$ cat config.mk
export PLATFORM = sky130hd
export DESIGN_NAME = adcdt_sweep
export DESIGN_NICKNAME = d
export VERILOG_FILES = /design/src/shared/adcdt_pkg.sv /design/src/rtl/adcdt_result_mem.sv /design/src/rtl/adcdt_sweep.sv
export SDC_FILE = /design/constraint.sdc
export NUM_CORES = 1
export LEC_CHECK = 0
export BUFFER_PORTS_ARGS = -buffer_cell sky130_fd_sc_hd__buf_2
export CORE_UTILIZATION = 54
export DETAILED_ROUTE_END_ITERATION = 16
export PLACE_DENSITY = 0.74
export SLEW_MARGIN = 20
export SYNTH_ARGS = -nofsm -noshare
export SYNTH_HDL_FRONTEND = slang
export SYNTH_SLANG_ARGS = --single-unit
$ cat constraint.sdc
create_clock -name sys_clk -period 2.6 [get_ports sys_clk]
set_clock_uncertainty 0.05 [all_clocks]
set_input_delay 0.13 -clock sys_clk [delete_from_list [all_inputs] [get_ports sys_clk]]
set_output_delay 0.13 -clock sys_clk [all_outputs]
set_load 0.02 [all_outputs]
$ cat src/shared/adcdt_pkg.sv
// Package: constants, register map and types for the delayed trigger sweep sequencer
// Contract
// - B0 underflow starts single sweep at input 0
// - Input 1 waits for B1 underflow
// - B0 again before B1 is ignored
// - B0 during input 1+ restarts sweep
// - Early B1 samples input 1, converts later
// - Stop at sweep end or start flag cleared
// - Sweep 2, 4, 6 or 8 inputs
// - Result stored per input pin register
// - Start flag reads conversion state
// - Resolution selectable 8 or 10 bits
package adcdt_pkg;

  localparam int ADDR_W = 5;
  localparam int DATA_W = 16;
  localparam int RES_W = 10;
  localparam int NUM_IN = 8;

  // ***********************************************
  // Register offsets
  // ***********************************************
  localparam logic [ADDR_W-1:0] OFS_CONTROL_0 = 5'h00;
  localparam logic [ADDR_W-1:0] OFS_CONTROL_1 = 5'h01;
  localparam logic [ADDR_W-1:0] OFS_CONTROL_2 = 5'h02;
  localparam logic [ADDR_W-1:0] OFS_STATUS_0 = 5'h03;
  localparam logic [ADDR_W-1:0] OFS_TRIG_CTRL = 5'h04;
  localparam logic [ADDR_W-1:0] OFS_IRQ_STAT = 5'h05;
  localparam logic [ADDR_W-1:0] OFS_IRQ_EN = 5'h06;
  localparam logic [ADDR_W-1:0] OFS_IRQ_CLR = 5'h07;
  localparam logic [ADDR_W-1:0] OFS_RESULT_0 = 5'h10;

  // ***********************************************
  // Field positions and reset values
  // ***********************************************
  localparam int BIT_START = 6;
  localparam int BIT_SEL_LO = 0;
  localparam int BIT_SEL_HI = 1;
  localparam int BIT_RES10 = 3;
  localparam int BIT_GRP_LO = 1;
  localparam int BIT_GRP_HI = 2;
  localparam int BIT_DLY_EN = 0;
  localparam int BIT_ST_BUSY = 0;
  localparam int BIT_ST_WAIT = 1;
  localparam int BIT_ST_HELD = 2;
  localparam int IRQ_W = 3;
  localparam int IRQ_DONE = 0;
  localparam int IRQ_RESTART = 1;
  localparam int IRQ_IGNORED = 2;
  localparam logic [7:0] RST_CONTROL = 8'h00;

  // Conversion length in operating clocks: 8-bit and 10-bit resolution
  localparam logic [7:0] CONV_CYC_8 = 8'h1C;
  localparam logic [7:0] CONV_CYC_10 = 8'h21;

  typedef enum logic [2:0] {
    ADCDT_IDLE,
    ADCDT_CONV0,
    ADCDT_WAIT_B1,
    ADCDT_CONV_N
  } adcdt_state_t;

  typedef struct packed {
    logic [ADDR_W-1:0] addr;
    logic [7:0] wdata;
    logic wr;
    logic rd;
  } adcdt_bus_t;

  typedef struct packed {
    logic b0_uflow;
    logic b1_uflow;
  } adcdt_trig_t;

  // Converter core side: one start pulse, result with done pulse
  typedef struct packed {
    logic [2:0] chan;
    logic [1:0] group;
    logic start;
    logic sample;
  } adcdt_core_req_t;

endpackage : adcdt_pkg

$ cat src/rtl/adcdt_result_mem.sv
// Small result memory, one word per input pin, registered read port
`timescale 1ns/10ps
module adcdt_result_mem #(
  parameter int DEPTH = 8,
  parameter int WIDTH = 10
) (
  input wire logic sys_clk,
  input wire logic we,
  input wire logic [$clog2(DEPTH)-1:0] waddr,
  input wire logic [WIDTH-1:0] wdata,
  input wire logic [$clog2(DEPTH)-1:0] raddr,
  output logic [WIDTH-1:0] rdata
);
  logic [WIDTH-1:0] mem [DEPTH];

  // No reset on the array: results read undefined until first converted
  always_ff @(posedge sys_clk) begin
    if (we) begin
      mem[waddr] <= wdata;
    end
    rdata <= mem[raddr];
  end
endmodule : adcdt_result_mem

$ cat src/rtl/adcdt_sweep.sv
// Delayed trigger sweep sequencer with register port and converter core handshake
`timescale 1ns/10ps
module adcdt_sweep (
  input wire logic sys_clk,
  input wire logic rst_b,
  input wire adcdt_pkg::adcdt_bus_t bus,
  output logic [adcdt_pkg::DATA_W-1:0] rdata,
  input wire adcdt_pkg::adcdt_trig_t trig,
  output adcdt_pkg::adcdt_core_req_t core_req,
  input wire logic core_done,
  input wire logic [adcdt_pkg::RES_W-1:0] core_data,
  output logic irq
);
  import adcdt_pkg::*;

  // ***********************************************
  // Registers
  // ***********************************************
  adcdt_state_t state_q, state_d;
  logic start_q;
  logic [7:0] ctl1_q;
  logic [7:0] ctl2_q;
  logic dly_en_q;
  logic [2:0] chan_q;
  logic held_q;
  logic [7:0] cnt_q;
  logic [IRQ_W-1:0] irq_stat_q, irq_en_q;
  logic [ADDR_W-1:0] raddr_q;
  logic rd_q;
  adcdt_core_req_t req_q;

  // ***********************************************
  // Decode
  // ***********************************************
  wire wr_c0 = bus.wr && bus.addr == OFS_CONTROL_0;
  wire wr_c1 = bus.wr && bus.addr == OFS_CONTROL_1;
  wire wr_c2 = bus.wr && bus.addr == OFS_CONTROL_2;
  wire wr_tc = bus.wr && bus.addr == OFS_TRIG_CTRL;
  wire wr_ie = bus.wr && bus.addr == OFS_IRQ_EN;
  wire wr_ic = bus.wr && bus.addr == OFS_IRQ_CLR;

  // Last swept channel: 1, 3, 5 or 7
  function automatic logic [2:0] last_chan(input logic [1:0] sel);
    return {sel, 1'b1};
  endfunction : last_chan

  wire [1:0] sweep_sel = {ctl1_q[BIT_SEL_HI], ctl1_q[BIT_SEL_LO]};
  wire [2:0] chan_last = last_chan(sweep_sel);
  wire [1:0] group = {ctl2_q[BIT_GRP_HI], ctl2_q[BIT_GRP_LO]};
  wire res10 = ctl1_q[BIT_RES10];
  wire [7:0] conv_len = res10 ? CONV_CYC_10 : CONV_CYC_8;
  wire b0 = trig.b0_uflow && dly_en_q;
  wire b1 = trig.b1_uflow && dly_en_q;
  // Software clearing the start flag halts the sweep
  wire sw_stop = wr_c0 && !bus.wdata[BIT_START];
  wire conv_end = core_done;
  wire last_done = conv_end && state_q == ADCDT_CONV_N && chan_q == chan_last;
  wire restart = b0 && state_q == ADCDT_CONV_N;
  wire ignored = b0 && (state_q == ADCDT_CONV0 || state_q == ADCDT_WAIT_B1);

  // ***********************************************
  // Sequencer
  // ***********************************************
  always_comb begin
    state_d = state_q;
    if (sw_stop) begin
      state_d = ADCDT_IDLE;
    end else begin
      case (state_q)
        ADCDT_IDLE: begin
          if (b0) begin
            state_d = ADCDT_CONV0;
          end
        end
        ADCDT_CONV0: begin
          if (conv_end) begin
            state_d = (held_q || b1) ? ADCDT_CONV_N : ADCDT_WAIT_B1;
          end
        end
        ADCDT_WAIT_B1: begin
          if (b1) begin
            state_d = ADCDT_CONV_N;
          end
        end
        ADCDT_CONV_N: begin
          if (b0) begin
            state_d = ADCDT_CONV0;
          end else if (last_done) begin
            state_d = ADCDT_IDLE;
          end
        end
        default: state_d = ADCDT_IDLE;
      endcase
    end
  end

  wire enter_c0 = state_d == ADCDT_CONV0 && (state_q != ADCDT_CONV0);
  wire next_n = state_d == ADCDT_CONV_N &&
    (state_q != ADCDT_CONV_N || (conv_end && chan_q != chan_last));
  wire launch = enter_c0 || next_n;
  wire [2:0] chan_d = enter_c0 ? 3'h0 : (state_q == ADCDT_CONV_N ? chan_q + 3'h1 : 3'h1);

  always_ff @(posedge sys_clk or negedge rst_b) begin
    if (!rst_b) begin
      state_q <= ADCDT_IDLE;
      chan_q <= 3'h0;
      held_q <= 1'b0;
      cnt_q <= 8'h00;
    end else begin
      state_q <= state_d;
      if (launch) begin
        chan_q <= chan_d;
        cnt_q <= conv_len;
      end else if (cnt_q != 8'h00) begin
        cnt_q <= cnt_q - 8'h01;
      end
      // Early B1 during first input: input 1 is sampled now, converted later
      if (state_d != ADCDT_CONV0) begin
        held_q <= 1'b0;
      end else if (b1 && state_q == ADCDT_CONV0) begin
        held_q <= 1'b1;
      end
    end
  end

  // ***********************************************
  // Converter core request
  // ***********************************************
  always_ff @(posedge sys_clk or negedge rst_b) begin
    if (!rst_b) begin
      req_q <= '0;
    end else begin
      req_q.start <= launch;
      req_q.chan <= launch ? chan_d : req_q.chan;
      req_q.group <= group;
      // A stop in the same cycle wins: no sample once the sweep is dropped
      req_q.sample <= b1 && state_q == ADCDT_CONV0 && !sw_stop;
    end
  end
  assign core_req = req_q;

  // Start flag: set by first trigger, dropped at sweep end or software clear
  always_ff @(posedge sys_clk or negedge rst_b) begin
    if (!rst_b) begin
      start_q <= 1'b0;
    end else begin
      start_q <= state_d != ADCDT_IDLE;
    end
  end

  always_ff @(posedge sys_clk or negedge rst_b) begin
    if (!rst_b) begin
      ctl1_q <= RST_CONTROL;
      ctl2_q <= RST_CONTROL;
      dly_en_q <= 1'b0;
    end else begin
      if (wr_c1) begin
        ctl1_q <= bus.wdata;
      end
      if (wr_c2) begin
        ctl2_q <= bus.wdata;
      end
      if (wr_tc) begin
        dly_en_q <= bus.wdata[BIT_DLY_EN];
      end
    end
  end

  // ***********************************************
  // Results
  // ***********************************************
  wire [RES_W-1:0] res_val = res10 ? core_data : {2'b00, core_data[RES_W-1:2]};
  wire res_we = conv_end && (state_q == ADCDT_CONV0 || state_q == ADCDT_CONV_N) && !restart;
  wire [RES_W-1:0] mem_rdata;
  wire res_hit = raddr_q >= OFS_RESULT_0 && raddr_q < OFS_RESULT_0 + 5'h08;
  wire [ADDR_W-1:0] res_idx = bus.addr - OFS_RESULT_0;

  adcdt_result_mem #(.DEPTH(NUM_IN), .WIDTH(RES_W)) u_mem (
    .sys_clk(sys_clk),
    .we(res_we),
    .waddr(chan_q),
    .wdata(res_val),
    .raddr(res_idx[2:0]),
    .rdata(mem_rdata)
  );

  // ***********************************************
  // Interrupts: set wins over clear
  // ***********************************************
  wire [IRQ_W-1:0] ev = {ignored, restart, last_done};
  always_ff @(posedge sys_clk or negedge rst_b) begin
    if (!rst_b) begin
      irq_stat_q <= '0;
      irq_en_q <= '0;
    end else begin
      irq_stat_q <= (irq_stat_q & ~(wr_ic ? bus.wdata[IRQ_W-1:0] : 3'h0)) | ev;
      if (wr_ie) begin
        irq_en_q <= bus.wdata[IRQ_W-1:0];
      end
    end
  end
  assign irq = |(irq_stat_q & irq_en_q);

  // ***********************************************
  // Read port
  // ***********************************************
  wire [7:0] stat_v = {5'h00, held_q, state_q == ADCDT_WAIT_B1, state_q != ADCDT_IDLE};
  logic [DATA_W-1:0] reg_v;
  always_ff @(posedge sys_clk or negedge rst_b) begin
    if (!rst_b) begin
      raddr_q <= '0;
      rd_q <= 1'b0;
      reg_v <= '0;
    end else begin
      raddr_q <= bus.addr;
      rd_q <= bus.rd;
      if (bus.addr == OFS_CONTROL_0) begin
        reg_v <= {9'h000, start_q, 6'h00};
      end else if (bus.addr == OFS_CONTROL_1) begin
        reg_v <= {8'h00, ctl1_q};
      end else if (bus.addr == OFS_CONTROL_2) begin
        reg_v <= {8'h00, ctl2_q};
      end else if (bus.addr == OFS_STATUS_0) begin
        reg_v <= {8'h00, stat_v};
      end else if (bus.addr == OFS_TRIG_CTRL) begin
        reg_v <= {15'h0000, dly_en_q};
      end else if (bus.addr == OFS_IRQ_STAT) begin
        reg_v <= {13'h0000, irq_stat_q};
      end else if (bus.addr == OFS_IRQ_EN) begin
        reg_v <= {13'h0000, irq_en_q};
      end else begin
        reg_v <= '0;
      end
    end
  end
  assign rdata = !rd_q ? '0 : res_hit ? {6'h00, mem_rdata} : reg_v;
endmodule : adcdt_sweep

==> run_results.csv <==
group,metric,value,unit
place,place_ws,575,ps
global_routing,grt_start_max_net_pins,47,
clock_network,clkLatencyLatePin,520,ps
drt,dr.pass1.iters,5,
drt,vias,3416,
floorplan,die_area,10800,sq um
sta,period_needed,2150,ps
clock_network,clkSlewWorstSetupHoldPaths,60,ps
worst_setup_path,critPathKind,"reg2out",
global_routing,grt_pass1_wl,18600,microns
drt,wl_per_cell,19.5,microns
sta,worst_pin_slew,640,ps
place,gp_congestion,0.901,
pwr,power_switching,1.16,mW
pwr,p_total,5.42,mW
sta,max_freq,466,MHz
hold_path,hold_path_class,"in2reg",
worst_setup_path,worstPathArrival,1970,ps
yosys,synth_largest_area_cell,"edfxtp_1",
place,io_buffers,47,
floorplan,start_util,0.566,
flow_run,maxCapViolations,0,
drt,dr.first_iter.drc_count,226,
yosys,netlist.area_leader.share,0.426,
pwr,p_int,4.26,mW
sta,max-slew-margin-rel,0.573,
yosys,synth_seq_cells,136,
global_routing,met3_usage,0.0645,
yosys,synth_area,5640,sq um
drt,ant_nets,0,
clock_network,clock-root-buffer,"clkbuf_8",
yosys,synth.area.top_cells,"edfxtp_1 (43%), dfrtp_1 (20%), mux4_2 (8.0%)",
floorplan,core_area,9950,sq um
yosys,ys_seq_area_frac,0.666,
layout,syn_to_final_growth,21.4,%
yosys,synth_common_cells,"edfxtp_1 (80), dfrtp_1 (46), nand2_1 (25)",
floorplan,rows,36,
global_routing,use_met1,0.310,
sta,setup_violations,0,
worst_setup_path,critPathSlowestCell,"nor2b_1",
worst_setup_path,cp_max_fo,10,
floorplan,die_y,104,microns
pwr,swShare,0.213,
clock_network,clock-sinks,136,
sta,finalHoldViolCount,0,
pwr,p_comb_frac,0.073,
layout,diodes,0,
pwr,p_leak,2.66,nW
pwr,power_density,792,nW/um^2
clock_network,cts_buffer_depth,2,
sta,finalWorstSetupSlack,453,ps
yosys,yosys_warnings,0,
clock_network,post_cts_buffers,0,
sta,slew_violations,0,
place,dp_hpwl,7400,microns
run_status,status,"finished clean",
sta,rsz0062_at_grt,"no",
pwr,p_clk_frac,0.466,
yosys,synthCells,363,
floorplan,design.portCount,54,
pwr,seqPwrFrac,0.461,
global_routing,antenna_found_initial,0,
sta,finalCritPeriodShare,0.826,
yosys,synth_cell_type_count,56,
clock_network,ctsHtreeMaxLevel,4,
worst_setup_path,crit_chain,"nor2b_1, nand2_1, a21boi_1, buf_2",
global_routing,grt_pass1_vias,3555,
layout,nets,472,
sta,tns,0,ps
yosys,synth_edf_count,80,
yosys,async_flop_share,0.338,
pwr,vdd_drop_max,0.000450,V
clock_network,cts_inserted_buffers,17,
drt,wirelength,11500,microns
global_routing,grt_overflow,0,
worst_setup_path,critPathRequiredTime,2420,ps
yosys,yosysMostFrequentCell,"edfxtp_1",
global_routing,gr-usage-met2,0.370,
global_routing,top_usage_layer,"met2",
worst_setup_path,end_kind,"output pin",
global_routing,grt_usage,0.233,
worst_setup_path,cpPeakStageDelay,510,ps
yosys,synthFlopType,"edfxtp_1",
drt,via_per_inst,5.82,
clock_network,cts_tree,"done",
floorplan,die_w,104,microns
layout,drive_gt1_frac,0.282,
yosys,syn-mean-instance-area,15.5,sq um
drt,drc,0,
worst_setup_path,cp-start-kind,"flop",
[cells in the final DEF (no fill, tap or decap), types with 4 or more instances in the layout]
cell type / instances
a21boi_1: 8
a21oi_1: 6
a22oi_1: 7
buf_2: 46
buf_4: 13
bufinv_16: 5
clkbuf_16: 16
conb_1: 7
dfrtp_1: 46
dfxtp_1: 10
dlygate4sd3_1: 18
edfxtp_1: 80
inv_1: 7
mux2_1: 23
mux2_2: 16
mux4_2: 20
nand2_1: 25
nand3_1: 5
nand3b_1: 4
nand4_1: 4
nor2_1: 16
nor2b_1: 5
nor3_1: 6
[logic make-up (layout without fill, tap and decap cells)]
family,after synthesis,count (layout),synth area share
buf+inv,31,116,0.0262
flops,136,136,0.666
compound gates,48,48,0.0662
simple gates,82,82,0.0726
fa+ha+maj,1,1,0.00222
other cells,1,7,0.000665
xor+xnor,3,3,0.00466
mux,61,61,0.161
[power groups by stage]
| stage | logic [mW] | registers [mW] | clock network, mW |
|---|---|---|---|
| final | 0.398 | 2.50 | 2.53 |
| after detailed placement | 0.375 | 2.54 | 0 |
| after global routing | 0.434 | 2.51 | 2.65 |
| after floorplan | 0.271 | 2.51 | 0 |
| after global placement | 0.359 | 2.53 | 0 |
| after CTS | 0.399 | 2.50 | 2.56 |
[metrics by stage]
| stage | hold WS, ps | util | instance area, sq um | cells |
|---|---|---|---|---|
| final | 24.9 | 0.687 | 6840 | 587 |
| after global routing | 22.2 | 0.687 | 6840 | 587 |
| after CTS | 4.47 | 0.687 | 6840 | 587 |
| after detailed placement | 198 | 0.606 | 6030 | 537 |
| after global placement | 192 | 0.606 | 6030 | 537 |
| after floorplan | -216 | - | 5660 | 369 |
[cell type report]
class,instances,area [sq um]
sequential,136,3750
fill,666,3110
multi-input combinational,202,1760
timing repair buffer,77,508
clock buffer,18,428
clock inverter,14,204
tap,133,166
inverter,7,26.3
[registers in the layout (all words and copies together), names as in the netlist]
name,count
core_req,7
ctl1_q,8
ctl2_q,8
dly_en_q,1
held_q,1
irq_en_q,3
irq_stat_q,3
raddr_q,2
rd_q,1
reg_v,8
start_q,1
state_q,3
u_mem.mem,80
u_mem.rdata,10
[layer usage]
layer | wire (microns) | up-vias
met2 | 5680 | 135
met5 | 0 | -
li1 | - | 1539
met3 | 731 | 13
met4 | 96 | 0
met1 | 4940 | 1729
[path summary, 6_finish.rpt]
kind	end	slack (ps)	depth (start not counted)	from
max	rdata[1]	450	4	raddr_q[3]$_DFF_PN0_
min	u_mem.mem[4][1]$_DFFE_PP_	20	2	core_data[3]
max reg2reg	u_mem.mem[5][0]$_DFFE_PP_	530	2	ctl1_q[3]$_DFFE_PN0P_
min reg2reg	core_req[3]$_DFF_PN0_	350	0	ctl2_q[2]$_DFFE_PN0P_
max in group asynchronous	core_req[6]$_DFFE_PN0P_	2000	2	rst_b
min in group asynchronous	reg_v[6]$_DFF_PN0_	110	2	rst_b
[what timing repair did]
action,CTS,global route
hold buffers,18,0
gates resized for setup,0,0
endpoints found under the hold margin,90,0
[critical path, delay by kind of cell, from the launching register on]
family | cells | cell delay, ps
buffers and inverters | 1 | 210
AOI/OAI and AO/OA | 1 | 230
DFF | 1 | 370
and+or+nand+nor | 2 | 640
(Power assumes the default switching activity.)
